==> config.mk <==
export PLATFORM = sky130hd
export DESIGN_NAME = iscd_start_collision
export DESIGN_NICKNAME = d
export VERILOG_FILES = /design/src/iscd_rate_counter.v /design/src/iscd_start_collision.v /design/src/iscd_sync.v
export VERILOG_INCLUDE_DIRS = /design/src
export SDC_FILE = /design/constraint.sdc
export NUM_CORES = 1
export LEC_CHECK = 0
export BUFFER_PORTS_ARGS = -buffer_cell sky130_fd_sc_hd__buf_2
export CAP_MARGIN = 30
export CORE_MARGIN = 2
export CORE_UTILIZATION = 30
export DETAILED_ROUTE_END_ITERATION = 6
export HOLD_SLACK_MARGIN = 0.05
export SYNTH_ARGS = -nofsm -noshare
export SYNTH_HDL_FRONTEND = slang
export SYNTH_SLANG_ARGS = --single-unit
==> constraint.sdc <==
create_clock -name mclk -period 1.97 [get_ports mclk]
set_input_delay 0.394 -clock mclk [delete_from_list [all_inputs] [get_ports mclk]]
set_output_delay 0.394 -clock mclk [all_outputs]
set_load 0.03 [all_outputs]
==> src/iscd_consts.vh <==
// Offsets, field positions, reset values and timing counts for the START collision block.
`ifndef ISCD_CONSTS_VH
`define ISCD_CONSTS_VH
`define ISCD_OFF_FLAG 12'h000
`define ISCD_OFF_ENABLE 12'h004
`define ISCD_OFF_PRIO 12'h008
`define ISCD_OFF_CTRL 12'h00c
`define ISCD_OFF_RELOAD 12'h010
`define ISCD_OFF_STATUS 12'h014
`define ISCD_BIT_COLL 3
`define ISCD_FLAG_MASK 8'h1e
`define ISCD_FLAG_RST 8'h00
`define ISCD_ENABLE_RST 8'h00
`define ISCD_PRIO_RST 8'h1f
`define ISCD_RELOAD_RST 7'h04
`define ISCD_RELOAD_W 7
// Clocks a released line needs to reach the sequencer: drive flop, pin flop and two synchroniser flops.
`define ISCD_SETTLE_CYC 3'h4
`endif

==> src/iscd_rate_counter.v <==
// Reload-and-count-down rate counter that times each START phase.
`timescale 1ns/1ps
`default_nettype none
module iscd_rate_counter #(
  parameter W = 7
) (
  input wire mclk,
  input wire nrst,
  input wire load,
  input wire clear,
  input wire [W-1:0] reload,
  output reg [W-1:0] count_q,
  output wire expired
);
  // Load wins over clear; otherwise count down and rest at zero.
  always @(posedge mclk) begin
    if (!nrst) begin
      count_q <= {W{1'b0}};
    end else if (load) begin
      count_q <= reload;
    end else if (clear) begin
      count_q <= {W{1'b0}};
    end else if (count_q != {W{1'b0}}) begin
      count_q <= count_q - {{(W-1){1'b0}}, 1'b1};
    end
  end

  assign expired = (count_q == {W{1'b0}});
endmodule
`default_nettype wire

==> src/iscd_start_collision.v <==
// START generator with bus collision detect, flag, enable and priority registers over APB.
//
// What this block does
// - Both data and clock lines are watched from the check until the first countdown ends.
// - Either line still low after the settle time: abort, set collision flag, return to idle.
// - Lines released; data seen high loads the rate counter from reload bits 6:0.
// - Clock low while data high in first countdown is a collision.
// - Data low in first countdown: reload counter and pull data low at once.
// - Data still high at first expiry: drive data low then.
// - Reload and count again; clock low here is not a collision.
// - At second expiry drive clock low, completing the START.
// - Another master pulling data low first is no collision; arbitration continues.
// - Collision flag sits in bit 3 of the flag register until software clears it.
`timescale 1ns/1ps
`default_nettype none
`include "iscd_consts.vh"
module iscd_start_collision (
  input wire mclk,
  input wire nrst,
  input wire psel,
  input wire penable,
  input wire pwrite,
  input wire [11:0] paddr,
  input wire [31:0] pwdata,
  output reg [31:0] prdata,
  output reg pready,
  output reg pslverr,
  input wire sda_in,
  output reg sda_out,
  output reg sda_oe_n,
  input wire scl_in,
  output reg scl_out,
  output reg scl_oe_n,
  output reg irq_high,
  output reg irq_low,
  output reg irq
);
  // Register map, one 32-bit word per register, live bits at the bottom:
  //   0x000 flag register: bit 3 is the sticky bus collision flag, write one to clear.
  //   0x004 enable register: bit 3 lets the collision flag raise the interrupt.
  //   0x008 priority register: bit 3 steers the request to the high or low level output.
  //   0x00c control register: writing bit 0 as one asks for a START while idle.
  //   0x010 reload register: bits 6:0 set the length of each START phase in clocks.
  //   0x014 status register: bit 0 idle, bit 1 clock line low, bit 2 START done,
  //         bits 9:3 the rate counter value.
  // Bits 4:1 of the enable and priority registers are writable; priority leaves reset as 0x1f.
  // A reload value of zero makes each phase end after a single clock.
  // Any other address answers with an error and leaves every register untouched.
  //
  // A START runs as follows. The request releases both lines and waits a few clocks,
  // so that the released level has crossed the pin path and the synchronisers.
  // Either line still low then counts as a collision. Otherwise the rate counter is
  // loaded and counts down while the data line stays high; the clock line falling in
  // that time is a collision. The data line falling early, another master starting
  // first, is no collision: the block pulls data low at once and arbitration goes on.
  // The second count ends with the clock line pulled low, and both lines then stay
  // held until the next START request releases them.
  //
  // The bus side answers every transfer after one setup cycle, so each access takes
  // exactly two clocks; read data and the error flag are registered.
  //
  // A collision and a software clear in the same clock leave the flag set, so that no
  // event is lost.

  // One-hot sequencer states.
  localparam [4:0] ST_IDLE = 5'b00001;
  localparam [4:0] ST_CHECK = 5'b00010;
  localparam [4:0] ST_WAIT_SDA = 5'b00100;
  localparam [4:0] ST_CNT1 = 5'b01000;
  localparam [4:0] ST_CNT2 = 5'b10000;

  // Sequencer and software-visible registers.
  reg [4:0] state_q;
  reg [7:0] flag_q;
  reg [7:0] enable_q;
  reg [7:0] prio_q;
  reg [6:0] reload_q;
  reg start_req_q;
  reg done_q;
  reg [2:0] settle_q;
  reg sda_drive_q;
  reg scl_drive_q;
  // Combinational controls from the sequencer.
  reg cnt_load;
  reg cnt_clear;
  reg coll_event;
  reg done_event;
  reg [4:0] state_d;
  // Synchronised lines, counter taps and bus decode.
  wire sda_s;
  wire scl_s;
  wire [6:0] cnt_value;
  wire cnt_expired;
  wire wr_acc;
  wire [7:0] flag_rd;
  wire coll_pending;

  // Bring the bus lines into the clock domain before any logic looks at them.
  iscd_sync u_sync_sda (
    .mclk(mclk),
    .nrst(nrst),
    .din(sda_in),
    .dout_q(sda_s)
  );

  iscd_sync u_sync_scl (
    .mclk(mclk),
    .nrst(nrst),
    .din(scl_in),
    .dout_q(scl_s)
  );

  // Rate counter that times both phases of the START.
  iscd_rate_counter #(
    .W(`ISCD_RELOAD_W)
  ) u_rate (
    .mclk(mclk),
    .nrst(nrst),
    .load(cnt_load),
    .clear(cnt_clear),
    .reload(reload_q),
    .count_q(cnt_value),
    .expired(cnt_expired)
  );

  // A write takes effect at the edge that ends the access cycle.
  assign wr_acc = psel & penable & pwrite;

  // Sequencer next state, counter controls and collision detection.
  always @* begin
    state_d = state_q;
    cnt_load = 1'b0;
    cnt_clear = 1'b0;
    coll_event = 1'b0;
    done_event = 1'b0;
    case (state_q)
      ST_IDLE: begin
        // A request is only taken while idle, so a running START is never restarted.
        if (start_req_q) begin
          state_d = ST_CHECK;
        end
      end
      ST_CHECK: begin
        // Released lines need the settle time before their level counts.
        // busy bus aborts
        if (settle_q != 3'h0) begin
          state_d = ST_CHECK;
        end else if (!sda_s || !scl_s) begin
          coll_event = 1'b1;
          state_d = ST_IDLE;
        end else begin
          state_d = ST_WAIT_SDA;
        end
      end
      ST_WAIT_SDA: begin
        if (!scl_s) begin
          coll_event = 1'b1;
          state_d = ST_IDLE;
        end else if (sda_s) begin
          cnt_load = 1'b1;
          state_d = ST_CNT1;
        end
      end
      ST_CNT1: begin
        if (!sda_s) begin
          cnt_clear = 1'b1;
          cnt_load = 1'b1;
          state_d = ST_CNT2;
        end else if (!scl_s) begin
          coll_event = 1'b1;
          state_d = ST_IDLE;
        end else if (cnt_expired) begin
          cnt_load = 1'b1;
          state_d = ST_CNT2;
        end
      end
      ST_CNT2: begin
        if (cnt_expired) begin
          done_event = 1'b1;
          state_d = ST_IDLE;
        end
      end
      default: begin
        state_d = ST_IDLE;
      end
    endcase
  end

  // Sequencer state and line drive; the line drive holds after a completed START.
  always @(posedge mclk) begin
    if (!nrst) begin
      state_q <= ST_IDLE;
      settle_q <= 3'h0;
      sda_drive_q <= 1'b0;
      scl_drive_q <= 1'b0;
      done_q <= 1'b0;
    end else begin
      state_q <= state_d;
      // Start the settle count with the request; it runs out inside the check state.
      if (start_req_q && (state_q == ST_IDLE)) begin
        settle_q <= `ISCD_SETTLE_CYC;
      end else if (settle_q != 3'h0) begin
        settle_q <= settle_q - 3'h1;
      end
      if (coll_event) begin
        sda_drive_q <= 1'b0;
        scl_drive_q <= 1'b0;
      end else if (state_q == ST_CHECK) begin
        sda_drive_q <= 1'b0;
        scl_drive_q <= 1'b0;
      end else if ((state_q == ST_CNT1) && (state_d == ST_CNT2)) begin
        sda_drive_q <= 1'b1;
      end else if (done_event) begin
        scl_drive_q <= 1'b1;
      end
      // The done bit holds until the next START is checked.
      if (done_event) begin
        done_q <= 1'b1;
      end else if (state_q == ST_CHECK) begin
        done_q <= 1'b0;
      end
    end
  end

  // Pin outputs: open drain, enable low while pulling the line low.
  always @(posedge mclk) begin
    if (!nrst) begin
      sda_out <= 1'b0;
      scl_out <= 1'b0;
      sda_oe_n <= 1'b1;
      scl_oe_n <= 1'b1;
    end else begin
      // The out values stay low; only the enables move, as the lines are open drain.
      sda_out <= 1'b0;
      scl_out <= 1'b0;
      sda_oe_n <= ~sda_drive_q;
      scl_oe_n <= ~scl_drive_q;
    end
  end

  // Control register writes: reload value, start request, enable and priority.
  always @(posedge mclk) begin
    if (!nrst) begin
      enable_q <= `ISCD_ENABLE_RST;
      prio_q <= `ISCD_PRIO_RST;
      reload_q <= `ISCD_RELOAD_RST;
      start_req_q <= 1'b0;
    end else begin
      // The start request is a one-clock pulse.
      start_req_q <= 1'b0;
      if (wr_acc) begin
        if (paddr == `ISCD_OFF_ENABLE) begin
          enable_q <= pwdata[7:0] & `ISCD_FLAG_MASK;
        end else if (paddr == `ISCD_OFF_PRIO) begin
          prio_q <= pwdata[7:0] & `ISCD_FLAG_MASK;
        end else if (paddr == `ISCD_OFF_RELOAD) begin
          reload_q <= pwdata[6:0];
        end else if (paddr == `ISCD_OFF_CTRL) begin
          start_req_q <= pwdata[0] & (state_q == ST_IDLE);
        end
      end
    end
  end

  // Collision flag: set by hardware, cleared by writing one; the set wins.
  always @(posedge mclk) begin
    if (!nrst) begin
      flag_q <= `ISCD_FLAG_RST;
    end else begin
      if (coll_event) begin
        flag_q[`ISCD_BIT_COLL] <= 1'b1;
      end else if (wr_acc && (paddr == `ISCD_OFF_FLAG) && pwdata[`ISCD_BIT_COLL]) begin
        flag_q[`ISCD_BIT_COLL] <= 1'b0;
      end
    end
  end

  // Only the collision bit is live; the other flag bits stay at their reset value.
  // unimplemented bits zero
  assign flag_rd = flag_q & `ISCD_FLAG_MASK;

  // An enabled collision flag is what asks for service.
  assign coll_pending = flag_q[`ISCD_BIT_COLL] & enable_q[`ISCD_BIT_COLL];

  // Interrupt request, steered by the priority bit.
  always @(posedge mclk) begin
    if (!nrst) begin
      irq <= 1'b0;
      irq_high <= 1'b0;
      irq_low <= 1'b0;
    end else begin
      irq <= coll_pending;
      irq_high <= coll_pending & prio_q[`ISCD_BIT_COLL];
      irq_low <= coll_pending & ~prio_q[`ISCD_BIT_COLL];
    end
  end

  // APB slave: no wait states, read data registered, unmapped addresses error.
  always @(posedge mclk) begin
    if (!nrst) begin
      pready <= 1'b0;
      pslverr <= 1'b0;
      prdata <= 32'h0000_0000;
    end else begin
      // Ready follows every setup cycle, so the access cycle always completes at once.
      pready <= psel & ~penable;
      pslverr <= 1'b0;
      prdata <= 32'h0000_0000;
      // Setup cycle: decode the address and prepare the answer for the access cycle.
      if (psel && !penable) begin
        if (paddr == `ISCD_OFF_FLAG) begin
          prdata <= {24'h00_0000, flag_rd};
        end else if (paddr == `ISCD_OFF_ENABLE) begin
          prdata <= {24'h00_0000, enable_q};
        end else if (paddr == `ISCD_OFF_PRIO) begin
          prdata <= {24'h00_0000, prio_q};
        end else if (paddr == `ISCD_OFF_CTRL) begin
          prdata <= 32'h0000_0000;
        end else if (paddr == `ISCD_OFF_RELOAD) begin
          prdata <= {25'h000_0000, reload_q};
        end else if (paddr == `ISCD_OFF_STATUS) begin
          prdata <= {22'h00_0000, cnt_value, done_q, ~scl_s, state_q == ST_IDLE};
        end else begin
          pslverr <= 1'b1;
        end
      end
    end
  end

endmodule
`default_nettype wire

==> src/iscd_sync.v <==
// Two-flop synchroniser for a level arriving from outside the clock domain.
`timescale 1ns/1ps
`default_nettype none
module iscd_sync (
  input wire mclk,
  input wire nrst,
  input wire din,
  output reg dout_q
);
  reg meta_q;

  // The first flop feeds only the second; idle bus level is high.
  always @(posedge mclk) begin
    if (!nrst) begin
      meta_q <= 1'b1;
      dout_q <= 1'b1;
    end else begin
      meta_q <= din;
      dout_q <= meta_q;
    end
  end
endmodule
`default_nettype wire
==> run metrics <==
site row count 35; starting density of the core 30.6%; simple-gate share of the synthesized area 26.7%; layout cells sized above 1 24.8%; count of final hold-check violations 0; Worst R2R Setup Slack 0.16 ns; Post-Syn Area 2810 um^2; setup slack after layout 0.158 ns; Yosys reg bits 57; largest net degree at the start of global routing 47; post-synthesis xor/xnor area fraction 1.25%; initial antenna violation count 0; ys flop type dfxtp_1; max-cap violation count 0; total die area 10100 um^2; n_diodes 0; Top Family by Delay on Critical Path simple AND/OR/NAND/NOR gates; CTS tree built; TritonCTS Buffers 9; area grow syn2layout 20.5%; synthesized area per cell 8.82 um^2; via count 2327; first-pass GRT wire length 9.59 mm; Max FO, Critical Path 6; CTS max path bufs 2; 1st-iter DRT viols 124; Antenna Nets Post-Route 0; Hold Crit Class in2reg; gpl congestion 0.845; crit path cell chain buf_2 -> or4_4 -> or3_4 -> nor3_4 -> buf_4 -> nand3_1 -> o21ai_0; die width 101 um; skew final 0.00699 ns; synth top area cells dfxtp_1 41%, buf_4 6.7%, mux2i_1 6.1%; Critical path buffers and inverters 2; cts repair resizes 0; post-CTS setup buffers 0; final setup fails 0; maximum clock frequency 0.552 GHz; All-Layer GR Usage 12.3%; drt wl/cell 11.8 um; mux share of post-synthesis cell area 6.07%; clock latency on the worst-skew pair 0.34 ns; IO Count 92; Worst EP required 2.23 ns; vias per cell 4.71; share of the synthesized area in the top cell type 40.7%; Post-synth EDFFs 0; nets 434; CP startpoint kind input port; Sink Count 57; Data arrival, critical path 2.07 ns; RSZ-0062 raised after global routing no; IO buf count 42; clk root buf clkbuf_8; number of global-route vias before repair 2114; most frequent cells in the layout 57 x dfxtp_1, 42 x buf_2, 35 x nand2_1, 24 x conb_1, 24 x buf_4; most common cell after layout, fill and taps aside dfxtp_1; Distinct cells, synth 52; leading area contributor after synthesis dfxtp_1; Ys Warns 0; largest stage delay on the critical path 0.54 ns; DRC Markers 0; Die Y 101 um; Synth Area in Adders 1.78%; core area 9150 um^2; Place WS -0.186 ns; leakage 1.47 nW; Compound-Gate Fraction of Synth Area 12.8%; min Tclk post-route 1.81 ns; fraction of registers with async set/reset 0%; DRT Pass-1 Iters 5; VDD IR-drop max 0.304 mV; H-tree depth 3; drt total wl 5.84 mm; post-synthesis sequential area ratio 40.7%; period utilisation layout 92.0%; worst setup path class in2reg; outcome finished, final reports clean; Pins Over Slew Limit 0; Reg clk slew, reported paths 0.06 ns; largest family of logic cells by synthesized area simple AND/OR/NAND/NOR gates; Slowest cell on crit path or4_4; hpwl dp 4.34 mm; Post-Syn Instances 318; CP Capture Type flop; PD cells 937 nW/um^2; gr ovfl total 0; Final Util 36.9%; hold buffers post-CTS 0
sequential cells by signal, indices dropped and copies added, names as in the netlist, 3 cells and up:
register / flops
prdata: 10
reload_q: 7
u_rate.count_q: 7
prio_q: 5
state_q: 5
enable_q: 4
settle_q: 3
worst paths after layout:
check	start	end	cells after the start
max	paddr[11]	reload_q[0]	7
min	sda_in	u_sync_sda.meta_q	2
max reg2reg	u_rate.count_q[0]	u_rate.count_q[1]	8
min reg2reg	sda_drive_q	sda_oe_n	1
Yosys cell counts, types with 5 or more instances:
cell      instances
inv_1            11
mux2i_1          17
nor3_1            8
a21oi_1          16
nor2b_1          17
nand3_1           8
and2_1            5
nor2_1           13
dfxtp_1          57
nand2_1          35
buf_4            25
clkbuf_1         10
o21ai_0          11
nand2b_1         10
or3_1             6
cell families after synthesis:
family / Yosys count
and+or+nand+nor: 129
DFF: 57
AOI/OAI and AO/OA: 56
buffers and inverters: 50
muxes: 17
adders and majority gates: 4
xor gates and xnor gates: 4
other: 1
per-stage QoR:
stage                     instance area [um^2]  cells  TNS (ns)  hold WS (ns)  power [mW]
after CTS                                 3380    494         0         0.224        3.21
after floorplan                           2890    341   -0.0728         0.358        1.88
after global placement                    3170    479     -2.44         0.384        2.02
after detailed placement                  3170    479     -2.62         0.381        2.04
final                                     3380    494         0         0.235        3.17
after global routing                      3380    494         0         0.227        3.37
metal layers:
metal,vias to the layer above,global-route usage (%),routed length (um)
met1,1087,15.3,2700
met2,54,18.9,2670
met4,0,6.64,143
met3,10,3.74,323
met5,-,0,0
li1,1176,-,-
area by class of cell:
type / count / area [um^2]
Inverter: 11 / 41.3
Timing Repair Buffer: 66 / 390
Multi-Input combinational cell: 234 / 1450
Sequential cell: 57 / 1140
Clock buffer: 13 / 179
Tap cell: 111 / 139
Fill cell: 947 / 5770
Clock inverter: 2 / 35.0
worst reg2reg max path, cell delays in order (launching register included):
cell and delay [ns]:
dfxtp_1 0.39, inv_1 0.06, ha_1 0.20, nand2b_1 0.19, nor4_4 0.08, a41o_1 0.24, buf_4 0.17, a211o_1 0.27
a21boi_1 0.13
where the power goes:
group          total, mW  leakage [nW]  internal (mW)  switching (mW)
clock network       1.16         0.112          0.713           0.448
logic              0.729         0.901          0.317           0.412
registers           1.28         0.462           1.22          0.0572
total               3.17          1.47           2.25           0.917
Power figures use the tool's default switching activity.
